### src/logic/dso_pkg.sv
// Constants and types for the deserializer output control block
package dso_pkg;

   localparam int WORD_W         = 10;
   localparam int FRAME_BITS     = 12;
   localparam int FIFO_DEPTH     = 16;
   localparam int SYNC_W         = 6;

   // Frame layout after the shift: start high at top, stop low at bottom
   localparam int START_POS      = 11;
   localparam int STOP_POS       = 0;
   localparam int DATA_LSB       = 1;

   localparam logic [3:0] BIT_LAST    = 4'hB;
   localparam logic [3:0] BIT_HALF    = 4'h5;
   localparam logic [2:0] LOCK_FRAMES = 3'h4;
   localparam logic [2:0] GOOD_ONE    = 3'h1;

   // Pin positions in the synchroniser vector
   localparam int PIN_POS        = 0;
   localparam int PIN_NEG        = 1;
   localparam int PIN_REF        = 2;
   localparam int PIN_SLEEP_N    = 3;
   localparam int PIN_EDGE       = 4;
   localparam int PIN_OE         = 5;

   // Reference clock silence that drops lock
   localparam int CLK_PERIOD_NS  = 100;
   localparam int REF_TIMEOUT_NS = 2000;
   localparam int REF_TIMEOUT_CYC_I = (REF_TIMEOUT_NS / CLK_PERIOD_NS) < 1 ? 1 :
                                      (REF_TIMEOUT_NS / CLK_PERIOD_NS);
   localparam logic [7:0] REF_TIMEOUT_CYC = 8'(REF_TIMEOUT_CYC_I);

   typedef enum logic [1:0] {
      ST_SLEEP  = 2'b00,
      ST_HUNT   = 2'b01,
      ST_ALIGN  = 2'b10,
      ST_LOCKED = 2'b11
   } dso_state_t;

endpackage

### src/logic/dso_top.sv
// Deserializer output control: word FIFO and top level
`timescale 1ns/10ps

////////////////////////////////////////////////////////////////////////////////
module dso_fifo #(
   parameter int WIDTH = 10,
   parameter int DEPTH = 16
) (
   input  wire logic             clk_in,
   input  wire logic             rst_b_in,
   input  wire logic             clk_en_in,
   input  wire logic             flush_in,
   input  wire logic [WIDTH-1:0] wr_data_in,
   input  wire logic             wr_valid_in,
   output logic                  wr_ready_out,
   output logic [WIDTH-1:0]      rd_data_out,
   output logic                  rd_valid_out,
   input  wire logic             rd_ready_in
);
   localparam int AW = $clog2(DEPTH);

   logic [WIDTH-1:0] mem_r [DEPTH];
   logic [AW-1:0]    wr_ptr_r;
   logic [AW-1:0]    rd_ptr_r;
   logic [AW:0]      count_r;
   logic             do_wr;
   logic             do_rd;

   assign wr_ready_out = (count_r != (AW+1)'(DEPTH));
   assign rd_valid_out = (count_r != '0);
   assign rd_data_out  = mem_r[rd_ptr_r];
   assign do_wr        = wr_valid_in && wr_ready_out;
   assign do_rd        = rd_ready_in && rd_valid_out;

   always_ff @(posedge clk_in) begin
      if (clk_en_in && do_wr && !flush_in) begin
         mem_r[wr_ptr_r] <= wr_data_in;
      end
   end

   always_ff @(posedge clk_in) begin
      if (!rst_b_in) begin
         wr_ptr_r <= '0;
         rd_ptr_r <= '0;
         count_r  <= '0;
      end else if (clk_en_in) begin
         if (flush_in) begin
            wr_ptr_r <= '0;
            rd_ptr_r <= '0;
            count_r  <= '0;
         end else begin
            if (do_wr) begin
               wr_ptr_r <= (wr_ptr_r == AW'(DEPTH-1)) ? '0 : wr_ptr_r + 1'b1;
            end
            if (do_rd) begin
               rd_ptr_r <= (rd_ptr_r == AW'(DEPTH-1)) ? '0 : rd_ptr_r + 1'b1;
            end
            if (do_wr && !do_rd) begin
               count_r <= count_r + 1'b1;
            end else if (do_rd && !do_wr) begin
               count_r <= count_r - 1'b1;
            end
         end
      end
   end
endmodule

////////////////////////////////////////////////////////////////////////////////
module dso_top import dso_pkg::*; (
   input  wire logic              clk_in,
   input  wire logic              rst_b_in,
   input  wire logic              clk_en_in,
   input  wire logic              serial_in_pos_in,
   input  wire logic              serial_in_neg_in,
   input  wire logic              pll_reference_clock_in,
   input  wire logic              sleep_request_n_in,
   input  wire logic              recovered_edge_select_in,
   input  wire logic              output_enable_in,
   output logic [WORD_W-1:0]      parallel_word_out,
   output logic                   parallel_word_oe_out,
   output logic                   recovered_clock_out,
   output logic                   recovered_clock_oe_out,
   output logic                   lock_n_out,
   output logic                   lock_n_oe_out
);
   logic [SYNC_W-1:0]     pins;
   logic [SYNC_W-1:0]     sync1_r;
   logic [SYNC_W-1:0]     sync2_r;
   logic                  ref_d_r;
   logic                  ref_rise;
   logic                  awake;
   logic                  edge_sel;
   logic                  oe_s;
   logic                  rx_bit;
   logic                  bit_err;
   logic [7:0]            idle_r;
   logic                  ref_lost;
   dso_state_t            state_r;
   logic [FRAME_BITS-1:0] sr_r;
   logic [FRAME_BITS-1:0] sr_nxt;
   logic                  pattern;
   logic [3:0]            bit_cnt_r;
   logic [2:0]            good_r;
   logic                  locked;
   logic                  word_tick;
   logic                  half_tick;
   logic                  active;
   logic                  push_ready;
   logic [WORD_W-1:0]     fifo_data;
   logic                  fifo_valid;
   logic                  pop;

   ////////////////////////////////////////////////////////////////////////////
   // Two-flop synchronisers for every pin
   assign pins = {output_enable_in, recovered_edge_select_in, sleep_request_n_in,
                  pll_reference_clock_in, serial_in_neg_in, serial_in_pos_in};

   always_ff @(posedge clk_in) begin
      if (!rst_b_in) begin
         sync1_r <= '0;
         sync2_r <= '0;
      end else if (clk_en_in) begin
         sync1_r <= pins;
         sync2_r <= sync1_r;
      end
   end

   assign awake    = sync2_r[PIN_SLEEP_N];
   assign edge_sel = sync2_r[PIN_EDGE];
   assign oe_s     = sync2_r[PIN_OE];
   assign rx_bit   = sync2_r[PIN_POS];
   assign bit_err  = (sync2_r[PIN_POS] == sync2_r[PIN_NEG]);

   ////////////////////////////////////////////////////////////////////////////
   // Reference clock edge finder and loss watchdog
   always_ff @(posedge clk_in) begin
      if (!rst_b_in) begin
         ref_d_r <= 1'b0;
      end else if (clk_en_in) begin
         ref_d_r <= sync2_r[PIN_REF];
      end
   end

   assign ref_rise = sync2_r[PIN_REF] && !ref_d_r && awake;

   always_ff @(posedge clk_in) begin
      if (!rst_b_in) begin
         idle_r <= '0;
      end else if (clk_en_in) begin
         if (!awake || ref_rise) begin
            idle_r <= '0;
         end else if (!ref_lost) begin
            idle_r <= idle_r + 1'b1;
         end
      end
   end

   assign ref_lost = (idle_r == REF_TIMEOUT_CYC);

   ////////////////////////////////////////////////////////////////////////////
   // Serial shift register
   assign sr_nxt  = {sr_r[FRAME_BITS-2:0], rx_bit};
   assign pattern = sr_nxt[START_POS] && !sr_nxt[STOP_POS] && !bit_err;

   always_ff @(posedge clk_in) begin
      if (!rst_b_in) begin
         sr_r <= '0;
      end else if (clk_en_in) begin
         if (!awake) begin
            sr_r <= '0;
         end else if (ref_rise) begin
            sr_r <= sr_nxt;
         end
      end
   end

   ////////////////////////////////////////////////////////////////////////////
   // Lock acquisition on the embedded clock edge
   always_ff @(posedge clk_in) begin
      if (!rst_b_in) begin
         state_r   <= ST_SLEEP;
         bit_cnt_r <= '0;
         good_r    <= '0;
      end else if (clk_en_in) begin
         if (!awake) begin
            state_r   <= ST_SLEEP;
            bit_cnt_r <= '0;
            good_r    <= '0;
         end else if (ref_lost) begin
            state_r <= ST_HUNT;
            good_r  <= '0;
         end else begin
            case (state_r)
               ST_SLEEP: begin
                  state_r <= ST_HUNT;
               end
               ST_HUNT: begin
                  if (ref_rise && pattern) begin
                     state_r   <= ST_ALIGN;
                     bit_cnt_r <= '0;
                     good_r    <= GOOD_ONE;
                  end
               end
               ST_ALIGN, ST_LOCKED: begin
                  if (ref_rise) begin
                     if (bit_cnt_r == BIT_LAST) begin
                        bit_cnt_r <= '0;
                        if (!pattern) begin
                           state_r <= ST_HUNT;
                           good_r  <= '0;
                        end else if (state_r == ST_ALIGN) begin
                           good_r <= good_r + 1'b1;
                           if (good_r == LOCK_FRAMES - GOOD_ONE) begin
                              state_r <= ST_LOCKED;
                           end
                        end
                     end else if (bit_err) begin
                        state_r <= ST_HUNT;
                        good_r  <= '0;
                     end else begin
                        bit_cnt_r <= bit_cnt_r + 1'b1;
                     end
                  end
               end
               default: begin
                  state_r <= ST_SLEEP;
               end
            endcase
         end
      end
   end

   assign locked    = (state_r == ST_LOCKED) && awake;
   assign word_tick = locked && ref_rise && !ref_lost && (bit_cnt_r == BIT_LAST) && pattern;
   assign half_tick = locked && ref_rise && (bit_cnt_r == BIT_HALF);

   // Drive only when enabled, awake and locked
   assign active = locked && oe_s;
   assign pop    = active && word_tick && fifo_valid;

   ////////////////////////////////////////////////////////////////////////////
   // Word buffer; drain stalls while outputs are off
   dso_fifo #(
      .WIDTH (WORD_W),
      .DEPTH (FIFO_DEPTH)
   ) u_fifo (
      .clk_in       (clk_in),
      .rst_b_in     (rst_b_in),
      .clk_en_in    (clk_en_in),
      .flush_in     (!locked),
      .wr_data_in   (sr_nxt[DATA_LSB +: WORD_W]),
      .wr_valid_in  (word_tick),
      .wr_ready_out (push_ready),
      .rd_data_out  (fifo_data),
      .rd_valid_out (fifo_valid),
      .rd_ready_in  (pop)
   );

   ////////////////////////////////////////////////////////////////////////////
   // Output drivers
   always_ff @(posedge clk_in) begin
      if (!rst_b_in) begin
         lock_n_out    <= 1'b1;
         lock_n_oe_out <= 1'b0;
      end else if (clk_en_in) begin
         lock_n_oe_out <= awake;
         lock_n_out    <= !locked;
      end
   end

   always_ff @(posedge clk_in) begin
      if (!rst_b_in) begin
         parallel_word_oe_out   <= 1'b0;
         recovered_clock_oe_out <= 1'b0;
      end else if (clk_en_in) begin
         // Unlocked keeps data and clock off
         parallel_word_oe_out   <= active;
         recovered_clock_oe_out <= active;
      end
   end

   always_ff @(posedge clk_in) begin
      if (!rst_b_in) begin
         recovered_clock_out <= 1'b0;
      end else if (clk_en_in) begin
         if (!active) begin
            recovered_clock_out <= 1'b0;
         // Data moves on the inactive edge
         end else if (word_tick) begin
            recovered_clock_out <= !edge_sel;
         end else if (half_tick) begin
            recovered_clock_out <= edge_sel;
         end
      end
   end

   always_ff @(posedge clk_in) begin
      if (!rst_b_in) begin
         parallel_word_out <= '0;
      end else if (clk_en_in) begin
         if (pop && push_ready) begin
            parallel_word_out <= fifo_data;
         end else if (pop) begin
            parallel_word_out <= fifo_data;
         end
      end
   end

   ////////////////////////////////////////////////////////////////////////////
   // Checks
   a_sleep_hiz: assert property (@(posedge clk_in) disable iff (!rst_b_in)
      clk_en_in && !awake |=> !parallel_word_oe_out && !recovered_clock_oe_out && !lock_n_oe_out)
      else $error("outputs driven while asleep");

   a_lock_level: assert property (@(posedge clk_in) disable iff (!rst_b_in)
      clk_en_in && awake |=> lock_n_out == !$past(locked))
      else $error("lock output disagrees with lock state");

   a_lock_driven: assert property (@(posedge clk_in) disable iff (!rst_b_in)
      clk_en_in && awake && !oe_s |=> lock_n_oe_out && !parallel_word_oe_out)
      else $error("lock output not driven with enable low");

   a_enable_off: assert property (@(posedge clk_in) disable iff (!rst_b_in)
      clk_en_in && !oe_s |=> !parallel_word_oe_out && !recovered_clock_oe_out)
      else $error("data or clock driven with enable low");

   a_unlock_hiz: assert property (@(posedge clk_in) disable iff (!rst_b_in)
      lock_n_out |-> !parallel_word_oe_out && !recovered_clock_oe_out)
      else $error("data or clock driven while unlocked");

   a_clock_parked: assert property (@(posedge clk_in) disable iff (!rst_b_in)
      !recovered_clock_oe_out |-> !recovered_clock_out)
      else $error("recovered clock running while off");

   a_edge_timing: assert property (@(posedge clk_in) disable iff (!rst_b_in)
      $changed(parallel_word_out) && parallel_word_oe_out |-> recovered_clock_out == !$past(edge_sel))
      else $error("word changed on the active edge");

   a_word_rate: assert property (@(posedge clk_in) disable iff (!rst_b_in)
      clk_en_in && active && word_tick |=> recovered_clock_out == !$past(edge_sel))
      else $error("recovered clock wrong at word boundary");

   a_pop_locked: assert property (@(posedge clk_in) disable iff (!rst_b_in)
      pop |-> locked && oe_s && (bit_cnt_r == BIT_LAST))
      else $error("word presented outside locked window");

endmodule

### config.mk
export PLATFORM = sky130hd
export DESIGN_NAME = dso_top
export DESIGN_NICKNAME = d
export VERILOG_FILES = /design/src/logic/dso_pkg.sv /design/src/logic/dso_top.sv
export SDC_FILE = /design/constraint.sdc
export NUM_CORES = 1
export LEC_CHECK = 0
export BUFFER_PORTS_ARGS = -buffer_cell sky130_fd_sc_hd__buf_4
export CORE_ASPECT_RATIO = 0.75
export CORE_MARGIN = 1
export CORE_UTILIZATION = 57
export DETAILED_ROUTE_END_ITERATION = 16
export PLACE_DENSITY_LB_ADDON = 0.3
export SYNTH_ARGS = -nofsm -noshare
export SYNTH_HDL_FRONTEND = slang
export SYNTH_SLANG_ARGS = --single-unit
### constraint.sdc
create_clock -name clk_in -period 4 [get_ports clk_in]
set_input_delay 0.2 -clock clk_in [delete_from_list [all_inputs] [get_ports clk_in]]
set_output_delay 0.2 -clock clk_in [all_outputs]
set_load 0.005 [all_outputs]
==> results.md <==
* Status: completed
* HPWL after DPL at between 10000 and 15000 um
* Fin crit period at 3.43 ns
* # DRC at 0
* CTS buffer count at 23
* Power Density at about 460 mW/mm2
* WL final at between 20000 and 25000 um
* Worst Path Required at around 4.1 ns
* Met1 Use GR at roughly 38%
* DIE WIDTH at roughly 150 um
* CTS tree: built
* CP arrival at 3.55 ns
* Busiest layer in global routing: met2
* CP Launch Type: flop
* Core area at ~0.016 mm2
* Final setup violating endpoints at 0
* Worst rel slew slack at about 40%
* TritonCTS sink count at 232
* Worst Path Max Fanout at 10
* DRT Pass-1 Iters at 5
* Leakage at around 3.6 nW
* HP Start: rst_b_in
* Fmax at between 200 and 300 MHz
* Starting Density at approximately 59%
* Maximum buffer depth of the clock tree at 3
* Insertion delay to the later sink of the worst-skew pair at roughly 0.5 ns
* Final net count at 700
* Met2 GRT Util at ~38%
* Final Skew at roughly 0.0083 ns
* Synthesis Warnings at 0
* Crit. End Element: flop
* RSZ-0062 raised after global routing: no
* Period utilization at 85.7%
* Antenna viol nets, final at 0
* Worst Max-Slew Pin Slew at between 0.8 and 0.9 ns
* Grt met3 use at 5.46%
* Async S/R FF share, synth at 0%
* Initial DRC count at around 590
* H-tree Lvls at 1
* Post-synth EDFFs at 160
* Overall routing resource usage at ~25%
* Hold Crit Class: primary input to flop
* Setup tns final at 0 ns
* Multi-input gate area at 0.00312 mm2
* Mapped Cells at 639
* Post-synth top area share at between 50% and 60%
* Synth Cell Area at about 0.0096 mm2
* Die area at about 0.017 mm2
* Register area at 0.00625 mm2
* Worst vdd ir at 0.290 mV
* Synthesized flop and latch total at 232
* DR vias/cell at 6.34
* Vias in the first global route at roughly 5500
* Drt wl/cell at ~23 um
* Synth area leaders: edfxtp_1 (50%), dfxtp_1 (15%), mux4_2 (12%), mux2i_1 (2.2%), ha_1 (2.0%)
* RR Startpoint: bit_cnt_r[0]
* Final hold violation count at 0
* Post-route cell area at about 0.011 mm2
* PortBufs at 23
* Non-filler cells, final at 902
* PnR Total Power at between 5 and 6 mW
* Rows at 40
* Clock Pin Slew Worst Setup and Hold Paths at 0.06 ns
* Cell variety after synth at 60
* Total global routing overflow at 0
* Max-cap violations at 0
* Seq/Total Area, Yosys at between 60 and 70%
* Dpl cell area at approximately 0.01 mm2
* Die extent in y at roughly 110 um
* First-pass GRT wire length at approximately 32000 um
* Most common flop cell mapped by yosys: edfxtp_1
* Syn avg cell area at approximately 15 um2
* Share of cells above drive strength 1 at 19.1%
* Antenna violations before repair at 0
* Placed Cells at between 800 and 900
* Max Slew Vio Count at 0
* IO Pins at 24
* Clock root buffer: clkbuf_16
* FILL cells at 1097
* Vias after detailed routing at between 5000 and 6000
* Syn Nets at between 600 and 700
* GPL Wtd Cong at between 0.8 and 0.9
* Area leader, netlist: edfxtp_1
* Largest net degree at the start of global routing at 44
* Fin Hold WS at ~0.16 ns
* Critical path class: flop to flop
* Critical Path Source: bit_cnt_r[0]
* Syn-to-layout area delta at 14.0%
[kinds of logic after synthesis]
group | share of synthesized area, %
buffers and inverters | 2.00
AO/OA/AOI/OAI | 6.69
AND/OR/NAND/NOR | 9.04
flip-flops | 65.4
adder cells (fa/ha/maj) | 2.17
multiplexers | 14.0
XOR/XNOR | 0.733
[cells in the mapped netlist, drive strengths merged, types with 2 or more instances]
library cell  number
nor4               6
o21ai             18
mux2i             21
a21boi             2
nand4              8
a211oi             4
a31oi              4
ha                15
mux4              50
buf               16
and4               2
nand2b             4
a31o               2
dfxtp             72
edfxtp           160
nor2              46
a41oi              2
and2               2
xnor2              2
clkbuf            18
or4                3
nand3             24
nor3              11
a22oi              3
nand3b             8
inv               13
and3               2
a21o               2
o21a               4
and3b              2
a21oi             22
a22o              12
o31ai              3
nand2             48
a221oi             2
or3                2
a2111oi            2
xor2               6
[path summary, 6_finish.rpt]
path	to	slack, ns	cells past startpoint
hold reg to reg	good_r[2]	0.46	2
setup reg to reg	u_fifo.mem_r[14][1]	0.57	6
hold / removal	u_fifo.count_r[0]	0.16	2
setup / recovery	u_fifo.mem_r[14][1]	0.57	6
[area by class of cell]
class                      count  share of cell area (%)
tap                          210                    2.41
antenna                        1                  0.0230
inverter                      13                   0.448
timing repair buffer          45                    3.24
multi-input combinational    360                    28.6
clock buffer                  26                    5.39
clock inverter                15                    2.55
sequential                   232                    57.3
[layer usage]
layer | share of wire (%) | vias up
li1 | - | 2567
met2 | 45 | 278
met4 | 2.5 | 0
met1 | 44 | 2833
met5 | 0 | -
met3 | 9.1 | 40
[per-stage QoR]
step	setup slack [ns]	utilization, %
final	0.573	67.2
after global routing	0.312	67.2
after CTS	0.574	67.2
after detailed placement	0.588	61.5
after global placement	0.749	61.5
after floorplan	0.811	-
[flip-flops by register name, indices dropped and copies added, names as in the netlist, 5 cells and up, named ones only]
signal	flops
sync1_r	6
sr_r	11
u_fifo.mem_r	160
u_fifo.count_r	5
sync2_r	6
idle_r	8
parallel_word_out	10
[cell usage in the layout (no fill, tap or decap), drive strengths merged, types with 3 or more instances in the layout]
cell type	instances
dlygate4sd3	6
mux4	50
or4	3
nand2	48
a31oi	4
nand3b	8
o21a	4
edfxtp	160
a22oi	3
o31ai	3
clkinv	6
mux2i	21
a22o	12
nor4	6
bufinv	8
nor2	46
ha	15
o21ai	18
nor3	11
dfxtp	72
a21oi	22
xor2	6
a211oi	4
nand4	8
inv	13
nand2b	4
nand3	24
buf	39
clkbuf	26
[where the power goes]
group / switching (mW) / internal (mW) / total [mW] / leakage, nW
sequential: 0.00605 / 2.54 / 2.55 / 2.06
clock: 0.873 / 1.57 / 2.44 / 0.417
combinational: 0.0431 / 0.0252 / 0.0684 / 1.15
[worst max-delay path, stage by stage (launching register included)]
cell	delay (ns)
dfxtp_1	0.40
ha_1	0.30
nand3b_4	0.13
or4_1	0.63
nor3_1	0.63
nand2_1	0.27
nor2_1	0.69
[what timing repair did]
item	in CTS	in global routing
hold endpoints to repair	6	0
hold buffers	6	0
buffers inserted	0	0
gates resized for setup	0	0
setup endpoints to repair	0	0
Note: power is estimated with default switching activity, not from simulation.
